$ cat src/core/tmw_pkg.sv
package tmw_pkg;

    // =====================================================
    // data and register map
    localparam int unsigned TMW_DATA_W = 8;
    localparam int unsigned TMW_ADDR_W = 3;
    localparam logic [2:0] TMW_ADDR_CTRL = 3'h0;
    localparam logic [2:0] TMW_ADDR_COUNT = 3'h1;
    localparam logic [2:0] TMW_ADDR_COMPARE = 3'h2;
    localparam logic [2:0] TMW_ADDR_FLAGS = 3'h3;
    localparam logic [2:0] TMW_ADDR_PINDIR = 3'h4;
    localparam logic [2:0] TMW_ADDR_STATUS = 3'h5;

    // =====================================================
    // field positions and reset values
    localparam int unsigned TMW_FORCE_BIT = 7;
    localparam int unsigned TMW_FLAG_OVF_BIT = 0;
    localparam int unsigned TMW_FLAG_CMP_BIT = 1;
    localparam int unsigned TMW_PINDIR_BIT = 0;
    localparam logic [7:0] TMW_COUNT_RST = 8'h00;
    localparam logic [7:0] TMW_COMPARE_RST = 8'h00;
    localparam logic [7:0] TMW_BOTTOM = 8'h00;
    localparam logic [7:0] TMW_MAX = 8'hff;
    localparam logic [7:0] TMW_ONE = 8'h01;

    // =====================================================
    // prescaler masks on the free-running divider
    localparam int unsigned TMW_DIV_W = 10;
    localparam logic [9:0] TMW_DIV8_MASK = 10'h007;
    localparam logic [9:0] TMW_DIV32_MASK = 10'h01f;
    localparam logic [9:0] TMW_DIV64_MASK = 10'h03f;
    localparam logic [9:0] TMW_DIV128_MASK = 10'h07f;
    localparam logic [9:0] TMW_DIV256_MASK = 10'h0ff;
    localparam logic [9:0] TMW_DIV1024_MASK = 10'h3ff;

    // =====================================================
    // modes, actions, direction
    typedef enum logic [1:0] {
        TMW_MODE_NORMAL = 2'b00,
        TMW_MODE_PHASE = 2'b01,
        TMW_MODE_CLEAR = 2'b10,
        TMW_MODE_FAST = 2'b11
    } tmw_mode_e;

    localparam logic [1:0] TMW_ACT_NONE = 2'b00;
    localparam logic [1:0] TMW_ACT_TOGGLE = 2'b01;
    localparam logic [1:0] TMW_ACT_CLEAR = 2'b10;
    localparam logic [1:0] TMW_ACT_SET = 2'b11;

    typedef enum logic {
        TMW_DIR_UP = 1'b0,
        TMW_DIR_DOWN = 1'b1
    } tmw_dir_e;

    typedef struct packed {
        logic force_cmp;
        logic [2:0] clk_sel;
        logic [1:0] out_action_sel;
        tmw_mode_e wave_mode_sel;
    } tmw_ctrl_s;

    localparam tmw_ctrl_s TMW_CTRL_RST = '{1'b0, 3'h0, 2'h0, TMW_MODE_NORMAL};

endpackage

$ cat src/core/tmw_timer.sv
// The register offsets and the address-and-strobe port were chosen for this implementation.
`timescale 1ns/100ps
module tmw_timer (
    input wire logic clk_i,
    input wire logic sys_rst_i,
    input wire logic [tmw_pkg::TMW_ADDR_W-1:0] reg_addr_i,
    input wire logic [tmw_pkg::TMW_DATA_W-1:0] reg_wdata_i,
    input wire logic reg_wr_i,
    input wire logic reg_rd_i,
    output logic [tmw_pkg::TMW_DATA_W-1:0] reg_rdata_o,
    output logic wave_out_o,
    output logic wave_oe_o,
    output logic overflow_flag_o,
    output logic compare_flag_o
);
    import tmw_pkg::*;

    // =====================================================
    // register decode
    tmw_ctrl_s ctrl_r;
    logic [7:0] count_value_r;
    logic [7:0] cnt_nxt;
    logic [7:0] compare_value_r;
    logic [7:0] cmp_buf_r;
    logic overflow_flag_r;
    logic compare_flag_r;
    logic pin_dir_r;
    logic wave_out_r;
    logic wave_nxt;
    logic block_r;
    logic [7:0] rdata_r;
    logic [7:0] rdata_nxt;
    tmw_dir_e dir_r;
    tmw_dir_e dir_nxt;
    logic tick;
    logic wr_ctrl;
    logic wr_count;
    logic wr_cmp;
    logic wr_flags;
    logic wr_pin;
    logic force_pulse;
    logic pwm_mode;
    logic match_ok;
    logic ovf_evt;
    logic cmp_evt;
    logic load_evt;
    logic step;
    logic up_level;
    tmw_mode_e mode;
    logic [1:0] act;

    assign wr_ctrl = reg_wr_i && (reg_addr_i == TMW_ADDR_CTRL);
    assign wr_count = reg_wr_i && (reg_addr_i == TMW_ADDR_COUNT);
    assign wr_cmp = reg_wr_i && (reg_addr_i == TMW_ADDR_COMPARE);
    assign wr_flags = reg_wr_i && (reg_addr_i == TMW_ADDR_FLAGS);
    assign wr_pin = reg_wr_i && (reg_addr_i == TMW_ADDR_PINDIR);
    assign force_pulse = wr_ctrl && reg_wdata_i[TMW_FORCE_BIT];
    assign mode = ctrl_r.wave_mode_sel;
    assign act = ctrl_r.out_action_sel;
    assign pwm_mode = (mode == TMW_MODE_PHASE) || (mode == TMW_MODE_FAST);
    // a software count write takes priority over any count step
    assign step = tick && !wr_count;

    tmw_prescaler #(
        .DIV_W(TMW_DIV_W)
    ) u_prescaler (
        .clk_i(clk_i),
        .sys_rst_i(sys_rst_i),
        .clk_sel_i(ctrl_r.clk_sel),
        .tick_o(tick)
    );

    // force bit is a strobe and is never stored
    always_ff @(posedge clk_i or posedge sys_rst_i) begin
        if (sys_rst_i) begin
            ctrl_r <= TMW_CTRL_RST;
        end else if (wr_ctrl) begin
            ctrl_r <= tmw_ctrl_s'({1'b0, reg_wdata_i[6:0]});
        end
    end

    always_ff @(posedge clk_i or posedge sys_rst_i) begin
        if (sys_rst_i) begin
            pin_dir_r <= 1'b0;
        end else if (wr_pin) begin
            pin_dir_r <= reg_wdata_i[TMW_PINDIR_BIT];
        end
    end

    // =====================================================
    // counter sequence, chosen by mode alone
    assign match_ok = (count_value_r == compare_value_r) && !block_r;

    always_comb begin
        cnt_nxt = 8'(count_value_r + TMW_ONE);
        dir_nxt = dir_r;
        case (mode)
            TMW_MODE_NORMAL: cnt_nxt = 8'(count_value_r + TMW_ONE);
            TMW_MODE_CLEAR: begin
                if (match_ok) begin
                    cnt_nxt = TMW_BOTTOM;
                end
            end
            TMW_MODE_FAST: cnt_nxt = 8'(count_value_r + TMW_ONE);
            TMW_MODE_PHASE: begin
                if (count_value_r == TMW_MAX) begin
                    cnt_nxt = 8'(TMW_MAX - TMW_ONE);
                    dir_nxt = TMW_DIR_DOWN;
                end else if (count_value_r == TMW_BOTTOM) begin
                    cnt_nxt = TMW_ONE;
                    dir_nxt = TMW_DIR_UP;
                end else begin
                    case (dir_r)
                        TMW_DIR_UP: cnt_nxt = 8'(count_value_r + TMW_ONE);
                        TMW_DIR_DOWN: cnt_nxt = 8'(count_value_r - TMW_ONE);
                        default: cnt_nxt = count_value_r;
                    endcase
                end
            end
            default: cnt_nxt = count_value_r;
        endcase
    end

    always_ff @(posedge clk_i or posedge sys_rst_i) begin
        if (sys_rst_i) begin
            count_value_r <= TMW_COUNT_RST;
        end else if (wr_count) begin
            count_value_r <= reg_wdata_i;
        end else if (tick) begin
            count_value_r <= cnt_nxt;
        end
    end

    always_ff @(posedge clk_i or posedge sys_rst_i) begin
        if (sys_rst_i) begin
            dir_r <= TMW_DIR_UP;
        end else if (mode != TMW_MODE_PHASE) begin
            dir_r <= TMW_DIR_UP;
        end else if (step) begin
            dir_r <= dir_nxt;
        end
    end

    // a count write hides the match of the next tick, so equal
    // compare and count can be preloaded without an event
    always_ff @(posedge clk_i or posedge sys_rst_i) begin
        if (sys_rst_i) begin
            block_r <= 1'b0;
        end else if (wr_count) begin
            block_r <= 1'b1;
        end else if (tick) begin
            block_r <= 1'b0;
        end
    end

    // =====================================================
    // compare register and its buffer
    always_comb begin
        case (mode)
            TMW_MODE_FAST: load_evt = step && (count_value_r == TMW_MAX);
            TMW_MODE_PHASE: load_evt = step && (count_value_r == 8'(TMW_MAX - TMW_ONE))
                && (dir_r == TMW_DIR_UP);
            default: load_evt = 1'b0;
        endcase
    end

    always_ff @(posedge clk_i or posedge sys_rst_i) begin
        if (sys_rst_i) begin
            cmp_buf_r <= TMW_COMPARE_RST;
        end else if (wr_cmp) begin
            cmp_buf_r <= reg_wdata_i;
        end
    end

    always_ff @(posedge clk_i or posedge sys_rst_i) begin
        if (sys_rst_i) begin
            compare_value_r <= TMW_COMPARE_RST;
        end else if (wr_cmp && !pwm_mode) begin
            compare_value_r <= reg_wdata_i;
        end else if (load_evt) begin
            compare_value_r <= cmp_buf_r;
        end
    end

    // =====================================================
    // flags: a set in the clearing cycle wins
    always_comb begin
        case (mode)
            TMW_MODE_PHASE: ovf_evt = step && (count_value_r == TMW_ONE)
                && (dir_r == TMW_DIR_DOWN);
            TMW_MODE_FAST: ovf_evt = step && (count_value_r == 8'(TMW_MAX - TMW_ONE));
            default: ovf_evt = step && (count_value_r == TMW_MAX);
        endcase
    end

    assign cmp_evt = step && match_ok;

    always_ff @(posedge clk_i or posedge sys_rst_i) begin
        if (sys_rst_i) begin
            overflow_flag_r <= 1'b0;
        end else if (ovf_evt) begin
            overflow_flag_r <= 1'b1;
        end else if (wr_flags && reg_wdata_i[TMW_FLAG_OVF_BIT]) begin
            overflow_flag_r <= 1'b0;
        end
    end

    always_ff @(posedge clk_i or posedge sys_rst_i) begin
        if (sys_rst_i) begin
            compare_flag_r <= 1'b0;
        end else if (cmp_evt) begin
            compare_flag_r <= 1'b1;
        end else if (wr_flags && reg_wdata_i[TMW_FLAG_CMP_BIT]) begin
            compare_flag_r <= 1'b0;
        end
    end

    // =====================================================
    // waveform generator
    // phase correct: at max use the down result, at bottom the up result,
    // which keeps the extreme compare values at a steady level
    assign up_level = (act == TMW_ACT_SET);

    always_comb begin
        wave_nxt = wave_out_r;
        if (force_pulse && !pwm_mode) begin
            case (act)
                TMW_ACT_TOGGLE: wave_nxt = !wave_out_r;
                TMW_ACT_CLEAR: wave_nxt = 1'b0;
                TMW_ACT_SET: wave_nxt = 1'b1;
                default: wave_nxt = wave_out_r;
            endcase
        end else if (step) begin
            case (mode)
                TMW_MODE_NORMAL, TMW_MODE_CLEAR: begin
                    if (match_ok) begin
                        case (act)
                            TMW_ACT_TOGGLE: wave_nxt = !wave_out_r;
                            TMW_ACT_CLEAR: wave_nxt = 1'b0;
                            TMW_ACT_SET: wave_nxt = 1'b1;
                            default: wave_nxt = wave_out_r;
                        endcase
                    end
                end
                TMW_MODE_FAST: begin
                    case (act)
                        TMW_ACT_TOGGLE: begin
                            if (match_ok) begin
                                wave_nxt = !wave_out_r;
                            end
                        end
                        TMW_ACT_CLEAR, TMW_ACT_SET: begin
                            // bottom wins over match, so compare max stays flat
                            if (count_value_r == TMW_MAX) begin
                                wave_nxt = !up_level;
                            end else if (match_ok) begin
                                wave_nxt = up_level;
                            end
                        end
                        default: wave_nxt = wave_out_r;
                    endcase
                end
                TMW_MODE_PHASE: begin
                    if (match_ok && act[1]) begin
                        if (count_value_r == TMW_MAX) begin
                            wave_nxt = !up_level;
                        end else if (count_value_r == TMW_BOTTOM) begin
                            wave_nxt = up_level;
                        end else if (dir_r == TMW_DIR_UP) begin
                            wave_nxt = up_level;
                        end else begin
                            wave_nxt = !up_level;
                        end
                    end
                end
                default: wave_nxt = wave_out_r;
            endcase
        end
    end

    always_ff @(posedge clk_i or posedge sys_rst_i) begin
        if (sys_rst_i) begin
            wave_out_r <= 1'b0;
        end else begin
            wave_out_r <= wave_nxt;
        end
    end

    // =====================================================
    // pin and read port
    assign wave_out_o = wave_out_r;
    assign wave_oe_o = pin_dir_r && (act != TMW_ACT_NONE);
    assign overflow_flag_o = overflow_flag_r;
    assign compare_flag_o = compare_flag_r;

    always_comb begin
        case (reg_addr_i)
            TMW_ADDR_CTRL: rdata_nxt = {1'b0, ctrl_r.clk_sel, act, mode};
            TMW_ADDR_COUNT: rdata_nxt = count_value_r;
            TMW_ADDR_COMPARE: rdata_nxt = cmp_buf_r;
            TMW_ADDR_FLAGS: rdata_nxt = {6'h00, compare_flag_r, overflow_flag_r};
            TMW_ADDR_PINDIR: rdata_nxt = {7'h00, pin_dir_r};
            TMW_ADDR_STATUS: rdata_nxt = {6'h00, dir_r == TMW_DIR_DOWN, wave_out_r};
            default: rdata_nxt = 8'h00;
        endcase
    end

    always_ff @(posedge clk_i or posedge sys_rst_i) begin
        if (sys_rst_i) begin
            rdata_r <= 8'h00;
        end else begin
            rdata_r <= reg_rd_i ? rdata_nxt : 8'h00;
        end
    end

    assign reg_rdata_o = rdata_r;
endmodule

$ cat src/core/tmw_prescaler.sv
`timescale 1ns/100ps
module tmw_prescaler #(
    parameter int unsigned DIV_W = tmw_pkg::TMW_DIV_W
) (
    input wire logic clk_i,
    input wire logic sys_rst_i,
    input wire logic [2:0] clk_sel_i,
    output logic tick_o
);
    import tmw_pkg::*;

    // =====================================================
    // free-running divider
    logic [DIV_W-1:0] div_r;
    logic [9:0] mask;

    initial begin
        if (DIV_W < 10) begin
            $error("divider too narrow for divide by 1024");
        end
    end

    always_ff @(posedge clk_i or posedge sys_rst_i) begin
        if (sys_rst_i) begin
            div_r <= '0;
        end else begin
            div_r <= DIV_W'(div_r + 1'b1);
        end
    end

    // select 0 stops the timer, 1 passes every clock
    always_comb begin
        mask = 10'h000;
        case (clk_sel_i)
            3'h2: mask = TMW_DIV8_MASK;
            3'h3: mask = TMW_DIV32_MASK;
            3'h4: mask = TMW_DIV64_MASK;
            3'h5: mask = TMW_DIV128_MASK;
            3'h6: mask = TMW_DIV256_MASK;
            3'h7: mask = TMW_DIV1024_MASK;
            default: mask = 10'h000;
        endcase
    end

    assign tick_o = (clk_sel_i != 3'h0) && ((div_r[9:0] & mask) == mask);

endmodule

$ cat config.mk
export PLATFORM = sky130hd
export DESIGN_NAME = tmw_timer
export DESIGN_NICKNAME = d
export VERILOG_FILES = /design/src/core/tmw_pkg.sv /design/src/core/tmw_timer.sv /design/src/core/tmw_prescaler.sv
export SDC_FILE = /design/constraint.sdc
export NUM_CORES = 1
export LEC_CHECK = 0
export BUFFER_PORTS_ARGS = -buffer_cell sky130_fd_sc_hd__clkbuf_2
export CAP_MARGIN = 0
export CORE_ASPECT_RATIO = 1.1
export CORE_MARGIN = 5
export CORE_UTILIZATION = 42
export CTS_CLUSTER_SIZE = 10
export DETAILED_ROUTE_END_ITERATION = 7
export GPL_TIMING_DRIVEN = 0
export PLACE_DENSITY = 0.55
export SYNTH_ARGS = -nofsm -noshare
export SYNTH_HDL_FRONTEND = slang
export SYNTH_SLANG_ARGS = --single-unit
$ cat constraint.sdc
create_clock -name clk_i -period 5.9 [get_ports clk_i]
set_input_delay 0.59 -clock clk_i [delete_from_list [all_inputs] [get_ports clk_i]]
set_output_delay 0.59 -clock clk_i [all_outputs]
set_load 0.005 [all_outputs]
==> results.ini, run 1 <==
[run_status]
status=finished clean

[grt]
grt_max_degree=29
grt_pass1_wl_mm=15.5
overflow=0
grtUsageTotal_pct=18.7
antenna_found_initial=0
first_global_vias=2895

[critical_path]
cp_num_buf_inv=2
critPathArrivalTime_ns=2.80
cp-end-kind=flop
critPathMaxStageDelay_ns=0.47
cp_max_fo=10
critPathKind=flop to flop
cp_slowest_cell=clkbuf_1
worst_path_dominant_cell_family=buffers and inverters
crit_chain=clkbuf_1, inv_1, ha_1, nand3_1, a21oi_1, xor2_1, a221o_1, mux2_2
critical_path_required_ns=6.11
start_kind=flop

[synthesis]
synthArstFlopShare_pct=100
ys_warn_count=0
syn-instance-count=383
synth.distinct_cells=57
synth-edff-count=0
yosys.area.top_type=dfrtp_1
mappedNetlistArea_um2=3540
yosysTopAreaCellShare_pct=38.9
ys_ff_latch=55
yosysSeqAreaShare_pct=38.9
synth_flop_cell=dfrtp_1
synth_nets=410
synthTopCellsByArea=dfrtp_1 (39%), mux2i_1 (5.4%), xnor2_1 (4.9%)
avgSynthCellArea_um2=9.25

[final_layout]
drive_above_1_share_pct=16.8
antenna_cells=0
nFillCells=836
final_cells=527
area_delta_synth_final_pct=11.0
final_nets=442

[placed_design]
hpwl_mm=6.86
gp_congestion=0.835
placed_cells=519
place.port_buffers=24

[die]
rows=35
start_util_pct=42.6
io_pins=27
die_h_um=106
die_width_um=97.5
die_area_um2=10400
core-area_um2=8320

[clock_tree]
insertion_delay_ns=0.32
cts_tree=yes
cts_setup_buffers=0
numCtsBuffers=5
ctsLongestPathBuffers=2
cts_max_level=2
cts.sinks=55
cts_resized=0
hold_buffers=0
clk_pin_slew_ns=0.10
root_buffer=clkbuf_8

[min_path]
hold_path_class=input port to asynchronous set/reset pin

[timing]
fin_worst_skew_ns=0.00806
fin_crit_sh_pct=44.0
worstMarginPinSlew_ns=0.613
finalSetupViolCount=0
slew_headroom_pct=58.8
report.final.slew_viol_count=0
period_minus_slack_ns=2.59
finalHoldViolations=0
fin_tns_setup_ns=0
rsz0062_at_grt=false
max_freq_mhz=386

[drt]
routedWlPerCell_um=17.9
drt_iter0_drc=248
ant_nets=0
viasPerCell=5.58
finalWirelength_mm=9.41
drc_errors=0
first_pass_iters=5
vias=2940

[power]
peakVddDrop_v=0.000136
p_leak_uw=0.00169
power-per-cell-area_nw_per_um2=383

[run]
maxCapViolCount=0

==> Yosys cell counts (9+ instances only) <==
master,count
xnor2_1,20
inv_1,12
ha_1,12
nand3_1,10
a31oi_1,9
mux2_2,14
dfrtp_1,55
nand2_1,25
a21oi_1,29
o21ai_0,18
nor2_1,44
clkbuf_1,15
xor2_1,9
mux2i_1,19
==> final timing paths <==
path                                              to            startpoint  slack (ns)  cells after the start
max in group asynchronous                     act[0]             sys_rst_i        5.01                      3
worst max-delay path                      wave_out_o      count_value_r[0]        3.31                      8
worst min register to register  u_prescaler.div_r[9]  u_prescaler.div_r[9]        0.48                      1
worst min-delay path                  reg_rdata_o[4]             sys_rst_i        0.32                      2
worst max register to register            wave_out_o      count_value_r[0]        3.31                      8
min in group clk_i              u_prescaler.div_r[9]  u_prescaler.div_r[9]        0.48                      1
==> stage by stage <==
step,setup WS [ns],util [%],area [um2],total power (uW),hold WS (ns)
after floorplan,3.79,-,3540,1060,0.442
after global placement,3.16,45.7,3800,1230,0.460
after detailed placement,3.32,45.9,3820,1240,0.467
after CTS,3.36,47.2,3930,1500,0.341
after global routing,3.19,47.2,3930,1610,0.384
final,3.31,47.2,3930,1500,0.319
==> area by class of cell <==
class,instances,area (um2),share of cell area (%)
multi-input cells,289,1980,50.4
flip-flops and latches,55,1380,35.0
repair buffers,25,140,3.56
plain buffers,27,139,3.53
well taps,111,139,3.53
clock buffers,6,72.6,1.85
inverters,12,45.0,1.15
clock inverters,2,38.8,0.987
==> per-layer routing <==
layer | part of all wire (%) | track usage, %
met5 | 0 | 0
met4 | 1.0 | 3.46
met3 | 3.7 | 2.62
met2 | 48 | 31.0
met1 | 48 | 26.2
==> cells in the final DEF, fill, tap and decap left out, types with 6 or more instances in the layout <==
cell	instances
nor2_1	44
nor2b_1	7
inv_1	11
clkbuf_1	16
xor2_1	9
nand4_1	6
clkbuf_2	24
nand3_1	10
a31oi_1	9
mux2_2	14
mux2i_1	19
o21ai_0	18
ha_1	12
dfrtp_1	55
xnor2_1	20
buf_2	6
a21oi_1	29
nand2_1	25
==> registers in the layout, indices dropped and copies added (netlist names) <==
name               count
compare_flag_o         1
count_value_r          8
act                    2
pin_dir_r              1
cmp_buf_r              8
overflow_flag_o        1
wave_out_o             1
ctrl_r                 3
block_r                1
u_prescaler.div_r     10
dir_r                  1
mode                   2
compare_value_r        8
reg_rdata_o            8
==> kinds of logic (layout without fill, tap and decap cells) <==
| kind of cell | Yosys count | in the layout | synth area share (%) |
|---|---|---|---|
| and+or+nand+nor | 131 | 131 | 19.8 |
| DFF | 55 | 55 | 38.9 |
| buffers and inverters | 39 | 72 | 5.19 |
| adders and majority gates | 12 | 12 | 4.24 |
| AOI/OAI and AO/OA | 84 | 84 | 14.9 |
| xor gates and xnor gates | 29 | 29 | 7.17 |
| muxes | 33 | 33 | 9.82 |
==> report_power, final <==
part	internal, uW	switching, uW	total, uW
Sequential	466	77.9	544
Clock	129	135	264
Combinational	291	406	697
Total	886	619	1500
Note: power is estimated with default switching activity, not from simulation.
==> run 2: changes to the inputs <==
--- a/config.mk
+++ b/config.mk
@@ -13,7 +13,7 @@
 export CTS_CLUSTER_SIZE = 10
 export DETAILED_ROUTE_END_ITERATION = 7
 export GPL_TIMING_DRIVEN = 0
-export PLACE_DENSITY = 0.55
+export PLACE_DENSITY = 0.57
 export SYNTH_ARGS = -nofsm -noshare
 export SYNTH_HDL_FRONTEND = slang
 export SYNTH_SLANG_ARGS = --single-unit
==> constraint.sdc (replaced) <==
create_clock -name clk_i -period 2.3 [get_ports clk_i]
set_input_delay 0.23 -clock clk_i [delete_from_list [all_inputs] [get_ports clk_i]]
set_output_delay 0.23 -clock clk_i [all_outputs]
set_load 0.005 [all_outputs]
==> run 2 against run 1 <==
Combinational power increased to 2.7 times the previous value. First-iteration DRC count down 7.7%. Critical path type unchanged. Maximum frequency up 16%. Via count grew 2.8%. Design area is 2.4% higher. Worst setup slack lost 3.2 ns. Power increased to 2.6 times the previous value. Sequential share of layout area down 0.77 points. Register-to-register slack got worse by 3.2 ns. Critical path depth decreased by 1.
==> results.ini, run 2 (same netlist as run 1, synthesis figures left out) <==
[drt]
vias=3021
first_pass_iters=5
finalWirelength_mm=9.23
viasPerCell=5.67
drt_iter0_drc=229
routedWlPerCell_um=17.3
drc_errors=0
ant_nets=0

[die]
die_width_um=97.5
io_pins=27
core-area_um2=8320
start_util_pct=42.6
die_h_um=106
die_area_um2=10400
rows=35

[critical_path]
critPathKind=flop to flop
path_common_cell=mux2i_1
worstSetupStartpoint=count_value_r[2]
cp_num_buf_inv=1
critPathArrivalTime_ns=2.42
cp-end-kind=flop
rr_endpoint=count_value_r[7]
worst_path_dominant_cell_family=simple AND/OR/NAND/NOR gates
cp_slowest_cell=or4_4
start_kind=flop
r2r-start=count_value_r[2]
worstRegToRegCells=7
critPathMaxStageDelay_ns=0.56
cp_max_fo=10
critical_path_required_ns=2.48
reg2reg_slack_ns=0.06
crit_chain=clkbuf_4, or4_4, nor4_2, mux2i_1, mux2i_1, a31oi_1, a21oi_1

[grt]
overflow=0
grt_max_degree=34
antenna_found_initial=0
first_global_vias=2892
grt_pass1_wl_mm=15.0
grtUsageTotal_pct=17.8

[run_status]
status=finished clean

[clock_tree]
numCtsBuffers=5
ctsLongestPathBuffers=2
cts_max_level=2
clk_pin_slew_ns=0.12
cts.sinks=55
insertion_delay_ns=0.33
root_buffer=clkbuf_8
cts_tree=yes

[timing]
rsz0062_at_grt=true
worstMarginPinSlew_ns=0.574
period_minus_slack_ns=2.24
max_freq_mhz=447
finalHoldViolations=0
report.final.slew_viol_count=0
finalSetupViolCount=0
fin_worst_skew_ns=0.0166
fin_crit_sh_pct=97.2
slew_headroom_pct=61.7
fin_tns_setup_ns=0

[final_layout]
post-route-util_pct=48.4
final_common_cell=dfrtp_1
drive_above_1_share_pct=21.6
final_cells=533
design_area_um2=4020
final_nets=448
area_delta_synth_final_pct=13.6
regMostFlops=u_prescaler.div_r
largest_reg_flops=10
antenna_cells=0
final_cell_mix=dfrtp_1 (54), nor2_1 (42), a21oi_1 (28)

[placed_design]
hpwl_mm=6.73
placed_cells=519
placed_area_um2=3820
place.port_buffers=24
gp_congestion=0.916

[power]
sw_frac_of_total_pct=42.2
p_leak_uw=0.00172
peakVddDrop_v=0.000383
power-per-cell-area_nw_per_um2=959
combPwrFrac_pct=48.2
seq_power_share_pct=36.3
power.internal_uw=2230
power_uw=3860
pwr-share-clk_pct=15.5
p_sw_uw=1630

[min_path]
hp-start=reg_rd_i
hold_path_class=input port to flop
holdPathStages=2
min_to=reg_rdata_o[0]

[run]
maxCapViolCount=0

==> run 2: worst max-delay path by stage <==
stage / endpoint / slack [ns] / depth (start not counted)
CTS: wave_out_o / 0.007 / 8
finish: count_value_r[7] / 0.06 / 7
global route: wave_out_o / -0.006 / 7
global placement: wave_out_o / -0.23 / 8
detailed placement: wave_out_o / -0.19 / 8
floorplan: wave_out_o / 0.19 / 8
==> run 2: layout make-up <==
type / count / area, um2
flip-flops and latches: 55 / 1380
well taps: 111 / 139
inverters: 12 / 45.0
fillers: 828 / 4300
clock inverters: 3 / 27.5
plain buffers: 26 / 144
repair buffers: 32 / 195
clock buffers: 5 / 68.8
multi-input cells: 289 / 2030
==> run 2: through the flow <==
step / setup WS (ns) / hold slack (ns)
global route: -0.00621 / 0.133
finish: 0.0638 / 0.128
detailed placement: -0.188 / 0.279
floorplan: 0.192 / 0.347
global placement: -0.226 / 0.459
CTS: 0.00687 / 0.132
==> run 2: timing repair <==
action                     CTS  global route
buffers inserted             2             4
resized for setup            5            14
setup endpoints to repair    5            12
hold endpoints to repair    22             0
pin swaps                    2             4
hold buffers                 1             0
==> run 2: metal layers <==
| metal | vias up | track usage (%) | routed length [um] | share of wire (%) |
|---|---|---|---|---|
| met5 | - | 0 | 0 | 0 |
| li1 | 1431 | - | - | - |
| met2 | 112 | 28.6 | 4230 | 46 |
| met3 | 21 | 2.76 | 487 | 5.3 |
| met1 | 1457 | 25.2 | 4360 | 47 |
| met4 | 0 | 4.65 | 159 | 1.7 |
==> run 2: power by group through the flow <==
stage / combinational (uW) / clock (uW) / sequential, uW
after global placement: 1720 / 0 / 1410
after floorplan: 1360 / 0 / 1360
final: 1860 / 596 / 1400
after CTS: 1780 / 608 / 1400
after global routing: 2060 / 645 / 1430
after detailed placement: 1750 / 0 / 1410
==> run 2: worst register-to-register path: stages, from the launching register on <==
cell and delay, ns:
dfrtp_2 0.46, clkbuf_4 0.21, or4_4 0.56, nor4_2 0.19
mux2i_1 0.24, mux2i_1 0.10, a31oi_1 0.21, a21oi_1 0.12
==> run 3: changes to the inputs <==
--- a/config.mk
+++ b/config.mk
@@ -13,7 +13,7 @@
 export CTS_CLUSTER_SIZE = 10
 export DETAILED_ROUTE_END_ITERATION = 7
 export GPL_TIMING_DRIVEN = 0
-export PLACE_DENSITY = 0.57
+export PLACE_DENSITY_LB_ADDON = 0.08
 export SYNTH_ARGS = -nofsm -noshare
 export SYNTH_HDL_FRONTEND = slang
 export SYNTH_SLANG_ARGS = --single-unit
==> run 3 against run 2 <==
Via count is 1.4% lower. Worst setup slack gained 0.036 ns. Flip-flop and latch count is the same. Largest power group unchanged. Highest routed layer unchanged.
==> results.ini, run 3 (same netlist as run 1, synthesis figures left out) <==
[drt]
first_pass_iters=6
routedWlPerCell_um=17.7
top_layer_used=met4
drc_errors=0
ant_nets=0
finalWirelength_mm=9.42
vias=2980
drt_iter0_drc=279
wl_met1_mm=4.40
met3_length_um=398
met2_length_mm=4.49
viasPerCell=5.60

[power]
p_leak_uw=0.00172
combPwrFrac_pct=46.6
sw_frac_of_total_pct=40.8
p_sw_uw=1590
pwr-share-clk_pct=17.5
power.internal_uw=2300
peakVddDrop_v=0.000406
seq_power_share_pct=36.0
power-per-cell-area_nw_per_um2=971

[run]
maxCapViolCount=0

[final_layout]
regMostFlops=u_prescaler.div_r
drive_above_1_share_pct=19.7
final_common_cell=dfrtp_1
final_cell_mix=dfrtp_1 (54), nor2_1 (42), a21oi_1 (29)
final_nets=447
nFillCells=866
final_cells=532
area_delta_synth_final_pct=13.1
largest_reg_flops=10
design_area_um2=4010
antenna_cells=0
post-route-util_pct=48.2

[clock_tree]
cts.sinks=55
root_buffer=clkbuf_8
clk_pin_slew_ns=0.11
insertion_delay_ns=0.32
numCtsBuffers=5
cts_max_level=2
cts_tree=yes
ctsLongestPathBuffers=2

[critical_path]
cp-end-kind=flop
start_kind=flop
cp_max_fo=7
critPathKind=flop to flop
critical_path_required_ns=2.51
critPathArrivalTime_ns=2.41

[timing]
rsz0062_at_grt=true
setup_ws_ns=0.0995
report.final.slew_viol_count=0
finalHoldViolations=0
whs_ns=0.145
fin_worst_skew_ns=0.0122
period_minus_slack_ns=2.20
slew_headroom_pct=56.7
worstMarginPinSlew_ns=0.648
max_freq_mhz=454
fin_crit_sh_pct=95.7
finalSetupViolCount=0

[die]
die_width_um=97.5
start_util_pct=42.6
core-area_um2=8320
die_area_um2=10400
rows=35
die_h_um=106
io_pins=27

[grt]
overflow=0
grt_pass1_wl_mm=15.4
first_global_vias=2916
grt_max_degree=34
grtUsageTotal_pct=18.7
antenna_found_initial=0

[placed_design]
placed_area_um2=3820
placed_cells=519
hpwl_mm=6.87
preCtsSetupSlack_ns=-0.202
gp_congestion=0.901
place.port_buffers=24

[min_path]
hold_path_class=input port to flop

[run_status]
status=finished clean

run 3: cell types whose count changed in the layout (fill, tap and decap cells not counted), moves of 2 or more:
cell	previous run	this run
buf_2	4	6
clkbuf_4	2	0
ha_1	10	12
ha_2	2	0
run 3: worst paths after layout:
kind / startpoint / to / slack (ns) / cells after the start
min in group asynchronous: sys_rst_i / cmp_buf_r[5] / 0.48 / 3
worst min register to register: u_prescaler.div_r[9] / u_prescaler.div_r[9] / 0.49 / 1
max in group asynchronous: sys_rst_i / count_value_r[2] / 1.26 / 4
worst max-delay path: count_value_r[0] / wave_out_o / 0.1 / 7
worst max register to register: count_value_r[0] / wave_out_o / 0.1 / 7
worst min-delay path: reg_rd_i / reg_rdata_o[1] / 0.14 / 2
run 3: timing repair:
action                                 CTS  global route
hold buffers                             1             0
pin swaps                                1             2
resized for setup                        5             5
setup endpoints to repair                5            11
endpoints found under the hold margin   22             0
setup buffers                            1             4
run 3: cell type report:
type	count	area, um2	area share, %
plain buffers	26	138	3.44
clock buffers	6	72.6	1.81
clock inverters	2	38.8	0.968
inverters	12	45.0	1.12
multi-input cells	289	2010	50.1
flip-flops and latches	55	1380	34.4
well taps	111	139	3.47
repair buffers	31	188	4.68
run 3: through the flow:
step / power [uW] / TNS, ns
after floorplan: 2720 / 0
after global placement: 3150 / -4.42
after detailed placement: 3170 / -0.452
after CTS: 3880 / 0
after global routing: 4210 / -0.0706
final: 3890 / 0
run 3: worst max-delay path: stages, from the launching register on:
cell	delay [ns]
dfrtp_1	0.39
ha_1	0.28
nand3_1	0.34
nor2_4	0.24
xnor2_1	0.14
mux2i_1	0.10
a221o_1	0.34
mux2_2	0.26
run 3: power by group through the flow:
stage	Combinational, uW	Clock (uW)	Sequential [uW]
6_report	1810	679	1400
5_1_grt	2030	745	1430
4_1_cts	1780	705	1400
3_5_place_dp	1760	0	1410
3_3_place_gp	1740	0	1410
2_1_floorplan	1360	0	1360
run 3: per-layer routing:
metal	track usage, %	up-vias
met1	25.8	1455
met4	3.96	0
li1	-	1427
met2	30.9	83
met5	0	-
met3	3.15	15
